--- src/hw/psc_pkg.sv ---
//
// Purpose: Shared constants for the parameter store and reset command block.
// Assumes: 40 MHz clock, classic Wishbone register access with 32-bit data.
// Notes:   Register offsets are word indices; byte address is four times the index.
package psc_pkg;

    // ******************************************************
    // Register map (word indices)
    // ******************************************************
    localparam logic [9:0] IDX_RETRY  = 10'h05F;
    localparam logic [9:0] IDX_CMD    = 10'h060;
    localparam logic [9:0] IDX_STATUS = 10'h061;

    localparam logic [15:0] RETRY_RESET = 16'h0000;

    // Status register bit positions.
    localparam int ST_BUSY    = 0;
    localparam int ST_MIDRUN  = 1;
    localparam int ST_RETRY   = 2;
    localparam int ST_REFUSED = 3;
    localparam int ST_MOTION  = 4;

    // ******************************************************
    // Command codes and read-back values
    // ******************************************************
    localparam logic [15:0] CMD_RESET     = 16'hFFFA;
    localparam logic [15:0] CMD_DEF_MID   = 16'hFFFB;
    localparam logic [15:0] CMD_USER_MID  = 16'hFFFC;
    localparam logic [15:0] CMD_FACTORY   = 16'hFFFD;
    localparam logic [15:0] CMD_USER      = 16'hFFFE;
    localparam logic [15:0] CMD_DEFAULTS  = 16'hFFFF;
    localparam logic [15:0] CMD_SAVE      = 16'h0001;

    localparam logic [1:0] RB_OK      = 2'h0;
    localparam logic [1:0] RB_BUSY    = 2'h1;
    localparam logic [1:0] RB_FAILED  = 2'h2;

    localparam logic [15:0] CTRL_RUN = 16'h0014;

    // ******************************************************
    // Timing
    // ******************************************************
    localparam longint CLK_HZ          = 40_000_000;
    localparam longint SAVE_TIMEOUT_MS = 200;
    localparam longint SAVE_CYCLES     = CLK_HZ / 1000 * SAVE_TIMEOUT_MS;
    localparam longint SECOND_CYCLES   = CLK_HZ;

    typedef enum logic [2:0] {
        PSC_IDLE,
        PSC_LOAD,
        PSC_SAVE,
        PSC_MID,
        PSC_RESET
    } psc_state_t;

endpackage : psc_pkg

--- src/hw/psc_retry_timer.sv ---
//
// Purpose: Delays the repetition of a failed safe-position run.
// Assumes: Fail is a one-cycle pulse from the drive.
// Notes:   Interval is re-read every cycle, so writing zero cancels a pending retry.
//
`timescale 1ns/100ps
module psc_retry_timer #(
    parameter longint SEC_CYC = 40_000_000
) (
    // Clock and reset
    input  wire logic        clk,
    input  wire logic        rstSync_n,
    // Control
    input  wire logic [15:0] interval,
    input  wire logic        failPulse,
    // Result
    output logic             firePulse,
    output logic             pending
);
    localparam int TW = $clog2(SEC_CYC);
    localparam logic [TW-1:0] TICK_LAST = TW'(SEC_CYC - 1);

    logic [TW-1:0] tick;
    logic [15:0]   secDone;

    if (SEC_CYC < 2) begin : g_badSec
        $error("SEC_CYC must be at least 2");
    end

    always_ff @(posedge clk or negedge rstSync_n) begin
        if (!rstSync_n) begin
            pending   <= 1'b0;
            firePulse <= 1'b0;
            tick      <= '0;
            secDone   <= 16'h0000;
        end else begin
            firePulse <= 1'b0;
            if (failPulse && interval != 16'h0000) begin
                pending <= 1'b1;
                tick    <= '0;
                secDone <= 16'h0000;
            end else if (pending && interval == 16'h0000) begin
                pending <= 1'b0;
            end else if (pending) begin
                if (tick == TICK_LAST) begin
                    tick    <= '0;
                    secDone <= 16'(secDone + 16'h0001);
                    if (16'(secDone + 16'h0001) >= interval) begin
                        pending   <= 1'b0;
                        firePulse <= 1'b1;
                    end
                end else begin
                    tick <= TW'(tick + 1'b1);
                end
            end
        end
    end
endmodule : psc_retry_timer

--- src/hw/psc_top.sv ---
//
// Purpose: Command interpreter for the store, restore and reset command word.
// Assumes: Drive and non-volatile store answer with pulses.
// Notes:   Mid-range run supervision and safe-run retry live here as well.
//
`timescale 1ns/100ps
module psc_top #(
    parameter int     ADR_W    = 12,
    parameter longint SAVE_CYC = psc_pkg::SAVE_CYCLES,
    parameter longint SEC_CYC  = psc_pkg::SECOND_CYCLES
) (
    // Clock and reset
    input  wire logic             clk,
    input  wire logic             rst_n,
    // Wishbone slave
    input  wire logic             wb_cyc_i,
    input  wire logic             wb_stb_i,
    input  wire logic             wb_we_i,
    input  wire logic [ADR_W-1:0] wb_adr_i,
    input  wire logic [3:0]       wb_sel_i,
    input  wire logic [31:0]      wb_dat_i,
    output logic [31:0]           wb_dat_o,
    output logic                  wb_ack_o,
    // Drive status
    input  wire logic             driveStandstill,
    input  wire logic             safeTrigger,
    input  wire logic             safeRunFailed,
    input  wire logic             midRunDone,
    input  wire logic [15:0]      ctrlWord,
    input  wire logic [31:0]      targetPos,
    // Non-volatile memory status
    input  wire logic             nvmValid,
    input  wire logic             nvmDone,
    input  wire logic             nvmError,
    // Commands to the device
    output logic                  deviceReset,
    output logic                  paramLoadDefaults,
    output logic                  paramLoadUser,
    output logic                  identityClear,
    output logic                  nvmStore,
    output logic                  midRunStart,
    output logic                  midRunToPosRange,
    output logic                  midRunAbort,
    output logic                  safeRunStart,
    output logic                  motionAllow
);
    import psc_pkg::*;

    localparam int SW = $clog2(SAVE_CYC + 1);
    localparam logic [SW-1:0] SAVE_LAST = SW'(SAVE_CYC - 1);

    if (ADR_W < 12) begin : g_badAdr
        $error("ADR_W too small for the register map");
    end
    if (SAVE_CYC < 1) begin : g_badSave
        $error("SAVE_CYC must be at least 1");
    end

    // ******************************************************
    // Functions
    // ******************************************************
    function automatic logic [9:0] idxOf(input logic [ADR_W-1:0] adr);
        idxOf = adr[11:2];
    endfunction : idxOf

    function automatic logic isCommand(input logic [15:0] v);
        isCommand = (v == CMD_RESET) || (v == CMD_DEF_MID) ||
                    (v == CMD_USER_MID) || (v == CMD_FACTORY) ||
                    (v == CMD_USER) || (v == CMD_DEFAULTS) ||
                    (v == CMD_SAVE);
    endfunction : isCommand

    // ******************************************************
    // Reset synchroniser
    // ******************************************************
    logic rstMeta_n;
    logic rstSync_n;

    always_ff @(posedge clk or negedge rst_n) begin
        if (!rst_n) begin
            rstMeta_n <= 1'b0;
            rstSync_n <= 1'b0;
        end else begin
            rstMeta_n <= 1'b1;
            rstSync_n <= rstMeta_n;
        end
    end

    // ******************************************************
    // Register bus
    // ******************************************************
    logic [31:0]     rdValue;
    logic            wrPulse;
    logic [9:0]      wrIdx;
    logic [1:0]      wrSel;
    logic [15:0]     wrData;
    logic [15:0]     retryInterval;
    logic [1:0]      cmdStatus;
    logic            refused;
    logic            midRunActive;
    logic            retryPending;
    logic            retryFire;
    psc_state_t      state;

    psc_wb_slave u_bus (
        .clk       (clk),
        .rstSync_n (rstSync_n),
        .wb_cyc_i  (wb_cyc_i),
        .wb_stb_i  (wb_stb_i),
        .wb_we_i   (wb_we_i),
        .wb_ack_o  (wb_ack_o),
        .wb_dat_o  (wb_dat_o),
        .rdValue   (rdValue),
        .wrPulse   (wrPulse)
    );

    // Address, lanes and data are captured so the write lands with ack.
    always_ff @(posedge clk or negedge rstSync_n) begin
        if (!rstSync_n) begin
            wrIdx  <= 10'h000;
            wrSel  <= 2'h0;
            wrData <= 16'h0000;
        end else if (wb_cyc_i && wb_stb_i && !wb_ack_o) begin
            wrIdx  <= idxOf(wb_adr_i);
            wrSel  <= wb_sel_i[1:0];
            wrData <= wb_dat_i[15:0];
        end
    end

    // Unmapped words read as zero and ignore writes.
    always_comb begin
        rdValue = 32'h0000_0000;
        case (idxOf(wb_adr_i))
            IDX_RETRY: begin
                rdValue[15:0] = retryInterval;
            end
            IDX_CMD: begin
                rdValue[1:0] = cmdStatus;
            end
            IDX_STATUS: begin
                rdValue[ST_BUSY]    = (state != PSC_IDLE);
                rdValue[ST_MIDRUN]  = midRunActive;
                rdValue[ST_RETRY]   = retryPending;
                rdValue[ST_REFUSED] = refused;
                rdValue[ST_MOTION]  = motionAllow;
            end
            default: begin
                rdValue = 32'h0000_0000;
            end
        endcase
    end

    // ******************************************************
    // Retry interval register
    // ******************************************************
    always_ff @(posedge clk or negedge rstSync_n) begin
        if (!rstSync_n) begin
            retryInterval <= RETRY_RESET;
        end else if (wrPulse && wrIdx == IDX_RETRY) begin
            if (wrSel[0]) begin
                retryInterval[7:0] <= wrData[7:0];
            end
            if (wrSel[1]) begin
                retryInterval[15:8] <= wrData[15:8];
            end
        end
    end

    psc_retry_timer #(
        .SEC_CYC (SEC_CYC)
    ) u_retry (
        .clk       (clk),
        .rstSync_n (rstSync_n),
        .interval  (retryInterval),
        .failPulse (safeRunFailed),
        .firePulse (retryFire),
        .pending   (retryPending)
    );

    always_ff @(posedge clk or negedge rstSync_n) begin
        if (!rstSync_n) begin
            safeRunStart <= 1'b0;
        end else begin
            safeRunStart <= safeTrigger || retryFire;
        end
    end

    // ******************************************************
    // Command acceptance
    // ******************************************************
    logic cmdWrite;
    logic cmdAccept;

    assign cmdWrite = wrPulse && (wrIdx == IDX_CMD);
    assign cmdAccept = cmdWrite && (wrSel == 2'h3) && isCommand(wrData) &&
                       driveStandstill && (state == PSC_IDLE) && !midRunActive;

    // Refused writes leave no trace except this sticky flag; set beats clear.
    always_ff @(posedge clk or negedge rstSync_n) begin
        if (!rstSync_n) begin
            refused <= 1'b0;
        end else if (cmdWrite && !cmdAccept) begin
            refused <= 1'b1;
        end else if (wrPulse && wrIdx == IDX_STATUS && wrSel[0] && wrData[ST_REFUSED]) begin
            refused <= 1'b0;
        end
    end

    // ******************************************************
    // Command sequencer
    // ******************************************************
    logic          needSave;
    logic          needMid;
    logic [SW-1:0] saveCnt;
    logic          saveEnd;
    logic          saveFail;

    assign saveFail = nvmError || (saveCnt == SAVE_LAST && !nvmDone);
    assign saveEnd  = nvmDone || saveFail;

    always_ff @(posedge clk or negedge rstSync_n) begin
        if (!rstSync_n) begin
            state             <= PSC_IDLE;
            needSave          <= 1'b0;
            needMid           <= 1'b0;
            saveCnt           <= '0;
            deviceReset       <= 1'b0;
            paramLoadDefaults <= 1'b0;
            paramLoadUser     <= 1'b0;
            identityClear     <= 1'b0;
            nvmStore          <= 1'b0;
            midRunStart       <= 1'b0;
            midRunToPosRange  <= 1'b0;
        end else begin
            paramLoadDefaults <= 1'b0;
            paramLoadUser     <= 1'b0;
            identityClear     <= 1'b0;
            nvmStore          <= 1'b0;
            midRunStart       <= 1'b0;
            case (state)
                PSC_IDLE: begin
                    if (cmdAccept) begin
                        case (wrData)
                            CMD_RESET: begin
                                deviceReset <= 1'b1;
                                state       <= PSC_RESET;
                            end
                            CMD_DEF_MID: begin
                                paramLoadDefaults <= 1'b1;
                                needSave          <= 1'b1;
                                needMid           <= 1'b1;
                                midRunToPosRange  <= 1'b0;
                                state             <= PSC_LOAD;
                            end
                            CMD_USER_MID: begin
                                paramLoadUser    <= 1'b1;
                                needSave         <= 1'b0;
                                needMid          <= 1'b1;
                                midRunToPosRange <= 1'b1;
                                state            <= PSC_LOAD;
                            end
                            CMD_FACTORY: begin
                                paramLoadDefaults <= 1'b1;
                                identityClear     <= 1'b1;
                                needSave          <= 1'b1;
                                needMid           <= 1'b0;
                                state             <= PSC_LOAD;
                            end
                            CMD_USER: begin
                                paramLoadUser <= 1'b1;
                                needSave      <= 1'b0;
                                needMid       <= 1'b0;
                                state         <= PSC_LOAD;
                            end
                            CMD_DEFAULTS: begin
                                paramLoadDefaults <= 1'b1;
                                needSave          <= 1'b0;
                                needMid           <= 1'b0;
                                state             <= PSC_LOAD;
                            end
                            default: begin
                                nvmStore <= 1'b1;
                                needSave <= 1'b0;
                                needMid  <= 1'b0;
                                saveCnt  <= '0;
                                state    <= PSC_SAVE;
                            end
                        endcase
                    end
                end
                PSC_LOAD: begin
                    if (needSave) begin
                        nvmStore <= 1'b1;
                        saveCnt  <= '0;
                        state    <= PSC_SAVE;
                    end else if (needMid) begin
                        state <= PSC_MID;
                    end else begin
                        state <= PSC_IDLE;
                    end
                end
                PSC_SAVE: begin
                    saveCnt <= SW'(saveCnt + 1'b1);
                    if (saveEnd) begin
                        state <= needMid ? PSC_MID : PSC_IDLE;
                    end
                end
                PSC_MID: begin
                    midRunStart <= 1'b1;
                    needMid     <= 1'b0;
                    state       <= PSC_IDLE;
                end
                // The device is being reset; stay here until rst_n falls.
                PSC_RESET: begin
                    deviceReset <= 1'b1;
                end
                default: begin
                    state <= PSC_IDLE;
                end
            endcase
        end
    end

    // ******************************************************
    // Command read-back status
    // ******************************************************
    logic bootDone;

    always_ff @(posedge clk or negedge rstSync_n) begin
        if (!rstSync_n) begin
            bootDone  <= 1'b0;
            cmdStatus <= RB_OK;
        end else begin
            bootDone <= 1'b1;
            if (!bootDone) begin
                cmdStatus <= nvmValid ? RB_OK : RB_FAILED;
            end else if (nvmStore) begin
                cmdStatus <= RB_BUSY;
            end else if (state == PSC_SAVE && saveEnd) begin
                cmdStatus <= saveFail ? RB_FAILED : RB_OK;
            end
        end
    end

    // ******************************************************
    // Mid-range run supervision
    // ******************************************************
    logic [15:0] ctrlAtStart;
    logic [15:0] ctrlPrev;
    logic [31:0] targetAtStart;
    logic        staleTarget;

    always_ff @(posedge clk or negedge rstSync_n) begin
        if (!rstSync_n) begin
            midRunActive  <= 1'b0;
            midRunAbort   <= 1'b0;
            ctrlAtStart   <= 16'h0000;
            ctrlPrev      <= 16'h0000;
            targetAtStart <= 32'h0000_0000;
            staleTarget   <= 1'b0;
        end else begin
            midRunAbort <= 1'b0;
            ctrlPrev    <= ctrlWord;
            if (midRunStart) begin
                midRunActive  <= 1'b1;
                ctrlAtStart   <= ctrlWord;
                targetAtStart <= targetPos;
                staleTarget   <= 1'b1;
            end else if (midRunActive) begin
                if (ctrlWord != ctrlAtStart) begin
                    midRunAbort  <= 1'b1;
                    midRunActive <= 1'b0;
                end else if (midRunDone) begin
                    midRunActive <= 1'b0;
                end
            end else if (targetPos != targetAtStart || ctrlWord != ctrlPrev) begin
                staleTarget <= 1'b0;
            end
        end
    end

    always_ff @(posedge clk or negedge rstSync_n) begin
        if (!rstSync_n) begin
            motionAllow <= 1'b1;
        end else begin
            motionAllow <= !midRunActive && !midRunStart &&
                           !(staleTarget && ctrlWord == CTRL_RUN);
        end
    end

endmodule : psc_top

--- src/hw/psc_wb_slave.sv ---
//
// Purpose: Classic Wishbone slave front end with registered acknowledge.
// Assumes: Master holds the request until it samples ack.
// Notes:   Write strobe and read data are produced at the edge that raises ack.
//
`timescale 1ns/100ps
module psc_wb_slave (
    // Clock and reset
    input  wire logic        clk,
    input  wire logic        rstSync_n,
    // Wishbone slave
    input  wire logic        wb_cyc_i,
    input  wire logic        wb_stb_i,
    input  wire logic        wb_we_i,
    output logic             wb_ack_o,
    output logic [31:0]      wb_dat_o,
    // Register side
    input  wire logic [31:0] rdValue,
    output logic             wrPulse
);
    logic req;

    assign req = wb_cyc_i && wb_stb_i && !wb_ack_o;

    // Ack falls the cycle after it rose, so back-to-back requests are spaced.
    always_ff @(posedge clk or negedge rstSync_n) begin
        if (!rstSync_n) begin
            wb_ack_o <= 1'b0;
            wrPulse  <= 1'b0;
            wb_dat_o <= 32'h0000_0000;
        end else begin
            wb_ack_o <= req;
            wrPulse  <= req && wb_we_i;
            if (req) begin
                wb_dat_o <= rdValue;
            end
        end
    end
endmodule : psc_wb_slave

--- config.mk ---
export PLATFORM = sky130hd
export DESIGN_NAME = psc_top
export DESIGN_NICKNAME = d
export VERILOG_FILES = /design/src/hw/psc_pkg.sv /design/src/hw/psc_retry_timer.sv /design/src/hw/psc_top.sv /design/src/hw/psc_wb_slave.sv
export SDC_FILE = /design/constraint.sdc
export NUM_CORES = 1
export LEC_CHECK = 0
export BUFFER_PORTS_ARGS = -buffer_cell sky130_fd_sc_hd__buf_2
export CORE_ASPECT_RATIO = 0.8
export CORE_UTILIZATION = 25
export DETAILED_ROUTE_END_ITERATION = 10
export SYNTH_ARGS = -nofsm -noshare
export SYNTH_HDL_FRONTEND = slang
export SYNTH_SLANG_ARGS = --single-unit
--- constraint.sdc ---
create_clock -name clk -period 11 [get_ports clk]
set_clock_uncertainty 0.05 [all_clocks]
set_input_delay 1.65 -clock clk [delete_from_list [all_inputs] [get_ports clk]]
set_output_delay 1.65 -clock clk [all_outputs]
set_load 0.02 [all_outputs]
==> impl_results.md <==
* Status: complete, no violations
* Most instantiated cells after synthesis: dfrtp_1 (215), nand2_1 (146), xor2_1 (71)
* Top cells by area, synth: dfrtp_1 (51%), mux2_2 (7.0%), xor2_1 (5.9%)
* Critical Path RT at 9300 ps
* Pre-antenna DRT Iters at 7
* Placer Congestion at 0.8162
* Critical setup path kind: register to output pin
* Critical-path top delay cell: buf_4
* DR vias/cell at 4.560
* Cell Pwr Density at 179.1 nW/um^2
* Worst-margin pin slew at 1061 ps
* Data arrival time of the worst path at 1750 ps
* Ports at 151
* Most common cell in the netlist: dfrtp_1
* DRC Markers at 0
* Post-placement cell count at 1638
* DRT antenna net count at 0
* Final Hold Vio Count at 0
* Layout cells sized above 1 at 21.60%
* Gr usage total at 12.40%
* Synth cell types at 61
* CP endpoint kind: output pin
* Clock slew at reported path FFs at 60 ps
* Die ar. at 42680 um^2
* Setup WS post-layout at 7554 ps
* Largest net degree at the start of global routing at 76
* Avg Synthesized Cell Area at 10.40 um^2
* Synthesized area at 10460 um^2
* Crit path time final at 3446 ps
* Relative slew margins at 29.26%
* Setup Fix Bufs, Post-CTS at 0
* Cts-stage hold buffer count at 0
* DRT iter0 DRCs at 592
* Die X-Extent at 230.7 um
* Place WS at 7055 ps
* Clock Path Buffers at 3
* CP peak stage delay at 530 ps
* Final HPWL from detailed placement at 18330 um
* Gate Count Post-Synth at 1006
* Worst-Skew Late Latency at 540 ps
* Buffers on Ports at 114
* Leakage power at 5.719 nW
* Post-synth top area cell: dfrtp_1
* Hold path start: rstMeta_n
* CTS tree: built
* Critical Path Fanout Max at 53
* Resized Gates After CTS at 0
* Routed len/inst at 15.29 um
* Startpoint Class: register
* Final setup fails at 0
* Clk root buf: clkbuf_16
* Number of flops mapped to enable cells by yosys at 0
* CP delay by family, top: buffers and inverters
* Area growth syn-to-layout at 19.50%
* Nets@finish at 1248
* RSZ-0062 raised after global routing: false
* FP Rows at 66
* Max Slew Vio Count at 0
* Final TNS setup at 0 ps
* Post-synth ARST share at 100.0%
* Inserted Clock Buffers at 25
* Max frequency at 0.2902 GHz
* Worst Setup SP: midRunStart
* H-tree Lvls at 1
* Synthesis-stage register bit count at 216
* Initial Util at 25.54%
* YS warnings at 0
* CORE AREA at 40960 um^2
* Total global routing overflow at 0
* Clock sink count at 216
* Share of the synthesized area in the top cell type at 51.42%
* Final Instance Count excl. Fillers at 1688
* Peak supply drop at 0.1102 mV
* Vias at 7698
* Final period util at 31.33%
* R2R Path Start: wrData[0]
* Min-Delay Path Class: register to register
* Vias in the first global route at 7679
* Register area share after synthesis at 51.67%
* Final WL at 25810 um
* Critical Path, Cell by Cell: buf_4 > buf_2
* Max Cap Violations at 0
* Die Span Y at 185.0 um
* Main synth FF type: dfrtp_1
* Antenna violations before repair at 6
* WP buf/inv at 2
* First-pass GRT wire length at 42160 um
## path summary, 6_finish.rpt
check / cells past startpoint / slack [ps] / endpoint
max: 2 / 7550 / midRunStart
min: 0 / 310 / rstSync_n
max reg2reg: 6 / 7970 / saveCnt[13]
min reg2reg: 0 / 310 / rstSync_n
max in group asynchronous: 2 / 8130 / u_bus.wb_dat_o[9]
min in group asynchronous: 0 / 390 / targetAtStart[17]
## flip-flops by register name, summed over array words and instances (netlist names), 2 cells and up
register,cells
u_retry.secDone,16
ctrlAtStart,16
u_retry.tick,26
wrSel,2
u_bus.wb_dat_o,16
ctrlPrev,16
cmdStatus,2
wrData,16
state,3
wrIdx,10
targetAtStart,32
saveCnt,23
retryInterval,16
## per-layer routing
layer	track usage [%]	up-vias	share of wire, %
met4	4.265	2	3.0
met3	2.648	43	4.7
li1	-	3746	-
met5	0	-	0.066
met2	19.67	148	45
met1	16.68	3759	47
## per-stage QoR
| step | hold slack, ps | cell area (um^2) | total power [mW] | util [%] |
|---|---|---|---|---|
| floorplan | 281.2 | 10520 | 1.257 | - |
| global placement | 295.4 | 11590 | 1.330 | 28.29 |
| detailed placement | 289.5 | 11590 | 1.345 | 28.29 |
| CTS | 314.7 | 12490 | 2.275 | 30.50 |
| global route | 318.0 | 12500 | 2.362 | 30.51 |
| finish | 311.7 | 12500 | 2.239 | 30.53 |
## report_power, final
part	internal [mW]	total [mW]	switching, mW
logic	0.166	0.312	0.145
registers	0.918	1.02	0.0993
clock network	0.560	0.910	0.351
total	1.64	2.24	0.595
## cell families (layout without fill, tap and decap cells)
group / Yosys count / in the layout / synth area share, %
buffers and inverters: 81 / 198 / 3.564
AND/OR/NAND/NOR: 400 / 400 / 19.35
AO/OA/AOI/OAI: 116 / 116 / 7.104
adder cells (fa/ha/maj): 19 / 19 / 2.272
other: 2 / 23 / 0.07178
multiplexers: 66 / 66 / 7.092
XOR/XNOR: 106 / 106 / 8.873
flip-flops: 216 / 216 / 51.67
## cell type report
cell class / instances / area, um^2
antenna: 5 / 12.51
inverter: 32 / 120.1
sequential: 216 / 5411
clock inverter: 15 / 229.0
clock buffer: 30 / 674.4
timing repair buffer: 121 / 623.1
tap: 544 / 680.7
multi-input combinational: 725 / 4752
fill: 4281 / 28460
## cell usage in the layout, fill, tap and decap left out, types with 4 or more instances in the layout
cell and n:
a21o_1 4, a21oi_1 32, a22o_1 14, a22oi_1 6, and2_1 6, and3_1 20
and4_1 5, buf_2 114, buf_4 7, bufinv_16 5, clkbuf_16 25, conb_1 18
dfrtp_1 213, diode_2 5, ha_1 19, inv_1 31, mux2_2 65, nand2_1 146
nand2b_1 7, nand3_1 39, nand4_1 34, nor2_1 52, nor3_1 20, nor4_1 25
nor4b_1 4, o21ai_0 29, o31ai_1 7, or2_2 5, or3_1 10, or4_1 8
xnor2_1 35, xor2_1 71
No activity file was read; power rests on OpenSTA's default activity.
